`config.mk`:
```
export PLATFORM = sky130hd
export DESIGN_NAME = audio_volume_mute_regs
export DESIGN_NICKNAME = d
export VERILOG_FILES = /design/src/design/vol_pkg.sv /design/src/design/gain_ramp.sv /design/src/design/audio_volume_mute_regs.sv
export SDC_FILE = /design/constraint.sdc
export NUM_CORES = 1
export LEC_CHECK = 0
export ABC_AREA = 1
export BUFFER_PORTS_ARGS = -buffer_cell sky130_fd_sc_hd__clkbuf_2
export CORE_MARGIN = 4
export CORE_UTILIZATION = 25
export CTS_CLUSTER_SIZE = 28
export DETAILED_ROUTE_END_ITERATION = 6
export RECOVER_POWER = 50
export SYNTH_ARGS = -nofsm -noshare
export SYNTH_HDL_FRONTEND = slang
export SYNTH_HIERARCHICAL = 1
export SYNTH_SLANG_ARGS = --single-unit
```
`constraint.sdc`:
```
create_clock -name clk -period 5 [get_ports clk]
set_clock_uncertainty 0.15 [all_clocks]
set_input_delay 0 -clock clk [delete_from_list [all_inputs] [get_ports clk]]
set_output_delay 0 -clock clk [all_outputs]
set_load 0.05 [all_outputs]
```
`src/design/vol_pkg.sv`:
```
/*
 * Constants for the audio volume and mute register bank: register
 * addresses, field positions, reset values and soft-step timing.
 * Assumes a 25 MHz system clock.
 */
package vol_pkg;
   localparam logic [3:0]  ADDR_PLAYBACK_GAIN = 4'h2;
   localparam logic [3:0]  ADDR_LOOP_GAIN     = 4'h3;
   localparam int          ADDR_W             = 4;
   localparam int          DATA_W             = 16;
   localparam int          GAIN_W             = 7;
   localparam int          LEFT_MUTE_BIT      = 15;
   localparam int          LEFT_GAIN_LSB      = 8;
   localparam int          RIGHT_MUTE_BIT     = 7;
   localparam int          RIGHT_GAIN_LSB     = 0;
   localparam logic [6:0]  PLAY_GAIN_RESET    = 7'h7F;
   localparam logic [6:0]  PLAY_GAIN_MIN      = 7'h00;
   localparam logic [6:0]  LOOP_GAIN_RESET    = 7'h67;
   localparam logic [6:0]  LOOP_GAIN_MIN      = 7'h20;
   localparam logic [15:0] PLAY_REG_RESET     = 16'hFFFF;
   localparam logic [15:0] LOOP_REG_RESET     = 16'hE7E7;
   localparam int          CLK_HZ             = 25000000;
   localparam int          STEP_NORMAL_US     = 20;
   localparam int          STEP_HALF_US       = 40;
   localparam int          STEP_NORMAL_CYC    = STEP_NORMAL_US * (CLK_HZ / 1000000);
   localparam int          STEP_HALF_CYC      = STEP_HALF_US * (CLK_HZ / 1000000);
   localparam int          TICK_W             = 10;
endpackage

```
`src/design/gain_ramp.sv`:
```
/*
 * One soft-stepped gain channel: walks the live gain code one step per
 * tick toward the stored code, or toward the floor while muted, and
 * raises silence once parked on the floor under mute.
 * Assumes a one-cycle tick from the parent's shared step timer.
 */
`timescale 1ns/10ps
`default_nettype none
module gain_ramp #(
   parameter logic [6:0] FLOOR     = 7'h00,
   parameter logic [6:0] START     = 7'h7F
) (
   input  wire logic       clk,
   input  wire logic       arst_n,
   input  wire logic       tick,
   input  wire logic       mute_req,
   input  wire logic [6:0] target,
   output logic      [6:0] live_gain,
   output logic            silenced,
   output logic            settled
);
   logic [6:0] goal;

   // Codes under the floor behave as mute too
   always_comb begin
      goal = (mute_req || target < FLOOR) ? FLOOR : target;
   end

   // Start at the floor muted, so an unmute ramps up from the bottom
   always_ff @(posedge clk or negedge arst_n) begin
      if (!arst_n) begin
         live_gain <= FLOOR;
      end else if (tick && live_gain < goal) begin
         live_gain <= live_gain + 7'h01;
      end else if (tick && live_gain > goal) begin
         live_gain <= live_gain - 7'h01;
      end
   end

   always_ff @(posedge clk or negedge arst_n) begin
      if (!arst_n) begin
         silenced <= 1'b1;
      end else begin
         silenced <= (mute_req || target < FLOOR) && live_gain == FLOOR;
      end
   end

   always_ff @(posedge clk or negedge arst_n) begin
      if (!arst_n) begin
         settled <= 1'b1;
      end else begin
         settled <= live_gain == goal;
      end
   end
endmodule
`default_nettype wire

```
`src/design/audio_volume_mute_regs.sv`:
```
/*
 * Playback and analog loop volume register bank with soft-stepped mute.
 * Holds two 16-bit registers written and read over a simple synchronous
 * register port, and drives live gain codes and path cut flags to the
 * converters and analog loop. Assumes a 25 MHz clock and a host that
 * presents one access per cycle with wr_en or rd_en high.
 */
`timescale 1ns/10ps
`default_nettype none
// Summary of operation
// - Left playback mute ramps left gain to floor, then feeds zeros to the filter.
// - Stored left playback gain is kept during mute; unmute ramps back to it.
// - Left playback gain is bits 14..8, 0.5 dB steps, 7Fh 0 dB, 00h -63.5 dB.
// - Right playback mute (bit 7) ramps to floor, then zeros; stored code kept.
// - Right playback gain is bits 6..0, 0.5 dB steps, 7Fh 0 dB, 00h -63.5 dB.
// - Reset: both playback mutes set, both playback gains 1111111 (0 dB).
// - Left loop mute ramps left loop gain to floor, then cuts line-in to outputs.
// - Left loop gain bits 14..8: 7Fh +12 dB, 67h 0 dB, 20h -35.5 dB.
// - Any loop gain code below 20h mutes that channel like its mute bit.
// - Right loop mute (bit 7) ramps to floor, then silences right loop path.
// - Right loop gain bits 6..0: 7Fh +12 dB, 67h 0 dB, 20h -35.5 dB.
// - Reset: both loop mutes set, both loop gains 1100111 (unity).
// - Clearing a loop mute ramps gain back up to the retained code.
// - One ramp step every 20 us, or 40 us with half-rate select set.
// - Read-only done flag is 1 when all ramps finished, 0 while ramping.
module audio_volume_mute_regs
   import vol_pkg::*;
#(
   parameter int STEP_NORMAL = STEP_NORMAL_CYC,
   parameter int STEP_HALF   = STEP_HALF_CYC
) (
   input  wire logic                  clk,
   input  wire logic                  arst_n,
   input  wire logic [vol_pkg::ADDR_W-1:0] addr,
   input  wire logic                  wr_en,
   input  wire logic [vol_pkg::DATA_W-1:0] wr_data,
   input  wire logic                  rd_en,
   output logic      [vol_pkg::DATA_W-1:0] rd_data,
   input  wire logic                  ramp_half_rate_select,
   output logic                       ramp_done_flag,
   output logic      [6:0]            left_playback_level,
   output logic      [6:0]            right_playback_level,
   output logic                       left_playback_zero,
   output logic                       right_playback_zero,
   output logic      [6:0]            left_loop_level,
   output logic      [6:0]            right_loop_level,
   output logic                       left_loop_cut,
   output logic                       right_loop_cut
);
   import vol_pkg::*;

   logic [DATA_W-1:0] playback_digital_gain;
   logic [DATA_W-1:0] analog_loop_gain;
   logic [TICK_W-1:0] tick_count;
   logic              tick;
   logic [3:0]        settled;

   // Mute bits and gain codes share one register; stored codes never move
   always_ff @(posedge clk or negedge arst_n) begin
      if (!arst_n) begin
         playback_digital_gain <= PLAY_REG_RESET;
      end else if (wr_en && addr == ADDR_PLAYBACK_GAIN) begin
         playback_digital_gain <= wr_data;
      end
   end

   always_ff @(posedge clk or negedge arst_n) begin
      if (!arst_n) begin
         analog_loop_gain <= LOOP_REG_RESET;
      end else if (wr_en && addr == ADDR_LOOP_GAIN) begin
         analog_loop_gain <= wr_data;
      end
   end

   // Unmapped reads return zero; value lands one cycle after rd_en
   always_ff @(posedge clk or negedge arst_n) begin
      if (!arst_n) begin
         rd_data <= '0;
      end else if (rd_en) begin
         case (addr)
            ADDR_PLAYBACK_GAIN: rd_data <= playback_digital_gain;
            ADDR_LOOP_GAIN:     rd_data <= analog_loop_gain;
            default:            rd_data <= '0;
         endcase
      end
   end

   // Shared step timer; the rate select is applied combinationally on every cycle
   always_ff @(posedge clk or negedge arst_n) begin
      if (!arst_n) begin
         tick_count <= '0;
      end else if (tick) begin
         tick_count <= '0;
      end else begin
         tick_count <= tick_count + 1'b1;
      end
   end

   // Compare with >= so a drop to the normal rate while the count is already
   // past the short limit wraps at once instead of running round the counter
   always_comb begin
      tick = ramp_half_rate_select
           ? (tick_count >= TICK_W'(STEP_HALF - 1))
           : (tick_count >= TICK_W'(STEP_NORMAL - 1));
   end

   gain_ramp #(
      .FLOOR (PLAY_GAIN_MIN),
      .START (PLAY_GAIN_RESET)
   ) u_left_play (
      .clk       (clk),
      .arst_n    (arst_n),
      .tick      (tick),
      .mute_req  (playback_digital_gain[LEFT_MUTE_BIT]),
      .target    (playback_digital_gain[LEFT_GAIN_LSB +: GAIN_W]),
      .live_gain (left_playback_level),
      .silenced  (left_playback_zero),
      .settled   (settled[0])
   );

   gain_ramp #(
      .FLOOR (PLAY_GAIN_MIN),
      .START (PLAY_GAIN_RESET)
   ) u_right_play (
      .clk       (clk),
      .arst_n    (arst_n),
      .tick      (tick),
      .mute_req  (playback_digital_gain[RIGHT_MUTE_BIT]),
      .target    (playback_digital_gain[RIGHT_GAIN_LSB +: GAIN_W]),
      .live_gain (right_playback_level),
      .silenced  (right_playback_zero),
      .settled   (settled[1])
   );

   // Floor of 20h makes lower codes act as mute
   gain_ramp #(
      .FLOOR (LOOP_GAIN_MIN),
      .START (LOOP_GAIN_RESET)
   ) u_left_loop (
      .clk       (clk),
      .arst_n    (arst_n),
      .tick      (tick),
      .mute_req  (analog_loop_gain[LEFT_MUTE_BIT]),
      .target    (analog_loop_gain[LEFT_GAIN_LSB +: GAIN_W]),
      .live_gain (left_loop_level),
      .silenced  (left_loop_cut),
      .settled   (settled[2])
   );

   gain_ramp #(
      .FLOOR (LOOP_GAIN_MIN),
      .START (LOOP_GAIN_RESET)
   ) u_right_loop (
      .clk       (clk),
      .arst_n    (arst_n),
      .tick      (tick),
      .mute_req  (analog_loop_gain[RIGHT_MUTE_BIT]),
      .target    (analog_loop_gain[RIGHT_GAIN_LSB +: GAIN_W]),
      .live_gain (right_loop_level),
      .silenced  (right_loop_cut),
      .settled   (settled[3])
   );

   always_ff @(posedge clk or negedge arst_n) begin
      if (!arst_n) begin
         ramp_done_flag <= 1'b1;
      end else begin
         ramp_done_flag <= &settled;
      end
   end
endmodule
`default_nettype wire

```
==> results.cfg, run 1 <==
[outcome]
outcome = finished, violations left
violations = capacitance limit, slew limit

[synthesis]
async_flop_share_pct = 100
synth.top_cell.area_share_pct = 23.6
synth_cell_types = 31
synth_seq_cells = 95
synth.largest_area_cell = dfrtp_1
synthCells = 747
syn_nets = 827
synth_area_um2 = 5940
yosysMostFrequentCell = nand2_1
synth_edf_count = 0
ys.flop_type = dfrtp_1
synthTopCellsByArea = dfrtp_1 (24%), dfstp_2 (17%), nand2_1 (16%)
ys_top_cells_by_count = nand2_1 (251), inv_1 (83), dfrtp_1 (56)
yosys_warnings = 6
seq_area_frac_synth_pct = 40.9
avgSynthCellArea_um2 = 7.95

[place]
place_area_um2 = 6650
dp_hpwl_um = 10800
io_buffers = 73
gp_congestion = 0.822

[layout]
fin_nets = 920
fillers = 2561
design_area_um2 = 7100
final_core_util_pct = 30.3
area_growth_pct = 19.6
drive_gt1_share_pct = 15.7
multi_input_area_um2 = 3080
regArea_um2 = 2430
num_antenna_cells = 0

[worst_setup_path]
startpoint_type = flop
arrival_ps = 3240
path_max_fanout = 14
rrSetupSlack_ps = 1860
path_class = reg -> reg
cp-end-kind = flop
required_ps = 5090

[clock_tree]
cts_tree = yes
cts_post_setup_buffers_inserted = 0
clockRootBuffer = clkbuf_16
clk_path_buf_depth = 2
clock_latency_ps = 350
clkTransAtPathRegs_ps = 70
h-tree-depth = 3
cts_made_buffers = 9
clock-sinks = 95

[power]
power_mw = 4.23
vdd_drop_max_mv = 0.227
leakagePower_nw = 3.37
power_density_nw_per_um2 = 596

[global_route]
grt_max_degree = 50
overflow = 0
grt_pass1_vias = 4897
antenna_found_initial = 0
grt.total_usage_pct = 11.6
grt_pass1_wl_um = 24600

[detailed_routing]
routedWlPerCell_um = 12.5
num_vias = 4916
dr.pass1.iters = 5
viasPerCell = 4.22
drt-total-wl_um = 14600
drtIter0Drc = 271
antenna_left = 0
post-route-drc-count = 0

[timing]
rsz0062_at_grt = no
min_period_ps = 3140
tightest_slew_ps = 2770
relSlewSlack_pct = -84.7
tns_ps = 0
whs_ps = 50.7
finalCritPeriodShare_pct = 62.9
final_hold_viol_count = 0
setup_viol = 0
finalMaxSlewViolations = 50
max_freq_mhz = 318

[floorplan]
core-area_um2 = 23400
ios = 74
rows = 56
dieWidth_um = 162
chipHeight_um = 162
design.die.area_um2 = 26300
start_util_pct = 25.4

[run]
maxCapViolCount = 1

[min_path]
min_path_type = in -> reg
-- cell type report --
type	instances	share of cell area (%)
multi-input cells	545	43.4
flip-flops and latches	95	34.2
repair buffers	96	7.40
well taps	319	5.62
inverters	93	4.99
clock buffers	11	3.56
clock inverters	5	0.899
-- layout by cell type, fill, tap and decap left out, types with 2 or more instances in the layout --
cell type and instances:
o21ai_1 17, fa_1 4, clkbuf_2 21, xnor2_1 3, nor2_4 7, a21oi_2 2
inv_4 2, clkbuf_8 2, nor4_1 2, xor2_2 2, inv_1 83, o21ai_2 6
clkbuf_1 52, nand4_1 4, ha_1 51, dfstp_2 37, inv_6 2, nor3_1 6
a21oi_1 24, dfstp_1 2, xor2_1 17, o21ai_0 39, buf_4 2, nand2_2 10
nand2_1 252, nor2_1 39, clkbuf_16 9, nor2_2 10, dfrtp_1 56, nand2_4 8
nand3_1 39, dlygate4sd3_1 21, inv_2 8
-- where the power goes --
part / leakage (nW) / internal (mW) / switching, mW / total, mW
sequential: 1.13 / 1.02 / 0.242 / 1.26
clock: 0.153 / 0.420 / 0.324 / 0.744
combinational: 2.09 / 0.742 / 1.49 / 2.23
-- final timing paths --
kind | start | to | cells after the start
max | tick_count[6] | u_right_loop/live_gain[6] | 18
min | addr[2] | analog_loop_gain[7] | 5
max reg2reg | tick_count[6] | u_right_loop/live_gain[6] | 18
min reg2reg | u_left_loop/settled | ramp_done_flag | 2
max in group asynchronous | arst_n | analog_loop_gain[12] | 3
min in group asynchronous | arst_n | rd_data[2] | 2
-- repair_timing --
action                                 4_1_cts  5_1_grt
hold buffers                                21        0
gates resized for setup                      0        0
endpoints found under the hold margin       84        0
-- flip-flops by register name, indices dropped and copies added, names as in the netlist, 7 cells and up --
name,count
u_left_loop/live_gain,7
u_right_play/live_gain,7
u_left_play/live_gain,7
analog_loop_gain,16
rd_data,16
tick_count,10
playback_digital_gain,16
u_right_loop/live_gain,7
-- per-layer routing --
| metal | wire [µm] | GRT usage [%] | share of wire [%] |
|---|---|---|---|
| met1 | 7250 | 16.0 | 50 |
| met2 | 6670 | 18.7 | 46 |
| met3 | 648 | 2.84 | 4.4 |
| met4 | 40 | 2.27 | 0.27 |
| met5 | 0 | 0 | 0 |
-- per-stage QoR --
step	cells	setup WS [ps]
6_report	1164	1860
5_1_grt	1164	1320
4_1_cts	1164	1840
3_5_place_dp	1127	1860
3_3_place_gp	1127	1930
2_1_floorplan	747	2330
-- worst max-delay path, stage by stage, from the launching register on --
cell and delay [ps]:
dfrtp_1 390, nand3_1 110, nor2_1 200, nand2_1 80, nand2_1 60, nand2_1 50, inv_1 400, inv_1 160
nor2_2 110, nand2_1 60, nor2_2 150, nand2_4 120, ha_1 350, a21oi_1 180, o21ai_0 120, o21ai_1 170
nand2_1 70, nand2_1 50, nand2_1 50
-- logic make-up after synthesis --
kind of cell | synth area share, %
AOI/OAI and AO/OA | 8.05
buffers and inverters | 7.23
and+or+nand+nor | 28.3
adders and majority gates | 12.1
DFF | 40.9
xor gates and xnor gates | 3.50
Power figures use the tool's default switching activity.
==> run 2: changes to the inputs <==
==> constraint.sdc (replaced) <==
create_clock -name clk -period 2.7 [get_ports clk]
set_clock_uncertainty 0.15 [all_clocks]
set_input_delay 0 -clock clk [delete_from_list [all_inputs] [get_ports clk]]
set_output_delay 0 -clock clk [all_outputs]
set_load 0.05 [all_outputs]
==> results.cfg, run 2 (synthesis results as in run 1) <==
[timing]
tightest_slew_ps = 1230
rsz0062_at_grt = yes
tns_ps = 0
relSlewSlack_pct = 18.0
max_freq_mhz = 378
min_period_ps = 2650
final_hold_viol_count = 0
finalCritPeriodShare_pct = 98.1
setup_viol = 0
finalMaxSlewViolations = 0
whs_ps = 53.6

[layout]
final_cell_mix = nand2_1 (242), inv_1 (75), clkbuf_2 (57)
area_growth_pct = 36.1
design_area_um2 = 8080
fin_nets = 979
drive_gt1_share_pct = 33.1
fin_cells = 1224
mostFrequentLayoutCell = nand2_1
top_regs = analog_loop_gain: 16 flops, playback_digital_gain: 16 flops, rd_data: 16 flops

[clock_tree]
clockRootBuffer = clkbuf_16
h-tree-depth = 3
clock-sinks = 95
clock_latency_ps = 360
cts_made_buffers = 9
clk_path_buf_depth = 2
clkTransAtPathRegs_ps = 70
cts_tree = yes

[outcome]
outcome = finished, final reports clean

[place]
dp_hpwl_um = 11500
dp_cells = 1172
gp_congestion = 0.819
place_area_um2 = 7000
io_buffers = 73

[run]
maxCapViolCount = 0

[global_route]
grt_pass1_wl_um = 25300
antenna_found_initial = 1
grt.total_usage_pct = 12.0
overflow = 0
grt_max_degree = 50
grt_pass1_vias = 4992

[floorplan]
chipHeight_um = 162
core-area_um2 = 23400
ios = 74
start_util_pct = 25.4
design.die.area_um2 = 26300
dieWidth_um = 162
rows = 56

[detailed_routing]
wl_met3_um = 768
drtIter0Drc = 216
dr.pass1.iters = 4
routed.top_layer = met4
post-route-drc-count = 0
viasPerCell = 4.27
antenna_left = 0
num_vias = 5221
met1Wirelength_um = 7350
drt-total-wl_um = 15600
routedWlPerCell_um = 12.8
wl_met2_um = 7320

[worst_setup_path]
r2r_cells = 17
slowest_delay_ps = 540
required_ps = 2850
cp-end-kind = flop
arrival_ps = 2800
path_common_cell = nand2_1
path_class = reg -> reg
slowest_stage = dfstp_2
path_max_fanout = 6
startpoint_type = flop
crit_path_cell_trace = inv_2, o21ai_4, nor2_2, ha_1, nand2_2, a21oi_2, nor2_2, nand2_4, buf_6, ha_1, nand3_2, nand2_2, nand2_1, nand2_1, xor2_1, nand2_1, nand2_1

[min_path]
min_path_type = in -> reg
hold_path_depth = 7

[power]
power_density_nw_per_um2 = 1130
vdd_drop_max_mv = 0.501
power_mw = 9.17
leakagePower_nw = 3.80
## run 2: cell count changes in the layout (fill, tap and decap cells not counted), moves of 10 or more
cell,change
nand2_1,-10
ha_1,-23
clkbuf_2,+36
a21oi_1,-13
ha_4,+22
a21oi_2,+12
buf_4,+50
clkbuf_1,-36
## run 2: where the power goes
group	switching (mW)	internal, mW
Sequential	0.518	1.88
Clock	0.615	0.731
Combinational	3.19	2.23
## run 2: cell type report
type,instances,area [µm²]
antenna,1,2.50
clock buffer,9,225
clock inverter,7,80.1
fill,2481,15300
inverter,93,354
multi-input combinational,545,3550
sequential,95,2430
tap,319,399
timing repair buffer,155,1040
## run 2: final timing paths
kind	startpoint	endpoint	slack, ps
max	analog_loop_gain[7]	u_right_loop/live_gain[5]	50
min	addr[0]	rd_data[0]	50
max reg2reg	analog_loop_gain[7]	u_right_loop/live_gain[5]	50
min reg2reg	u_left_loop/settled	ramp_done_flag	290
max in group asynchronous	arst_n	analog_loop_gain[12]	720
min in group asynchronous	arst_n	rd_data[2]	280
## run 2: metrics by stage
step	utilization (%)	setup WS [ps]
finish	34.5	51.2
global route	34.5	-186
CTS	32.6	-3.98
detailed placement	29.9	-151
global placement	29.9	-110
floorplan	-	29.2
## run 2: per-layer routing
layer / global-route usage (%) / vias up
met4: 2.92 / 0
met1: 16.0 / 2427
li1: - / 2673
met5: 0 / -
met3: 2.87 / 15
met2: 19.6 / 106
## run 2: worst max-delay path, delay by kind of cell, from the launching register on
family	cells	cell delay, ps
fa+ha+maj	2	560
flops	1	540
compound gates	2	120
xor+xnor	1	140
simple gates	10	880
buf+inv	2	200
## run 2: repair_timing
item                       CTS  global route
buffers inserted             4             6
cloned                       0             0
setup endpoints to repair    7            19
hold buffers                25             0
resized for setup           13            79
pin swaps                    4            44
hold endpoints to repair    88             0
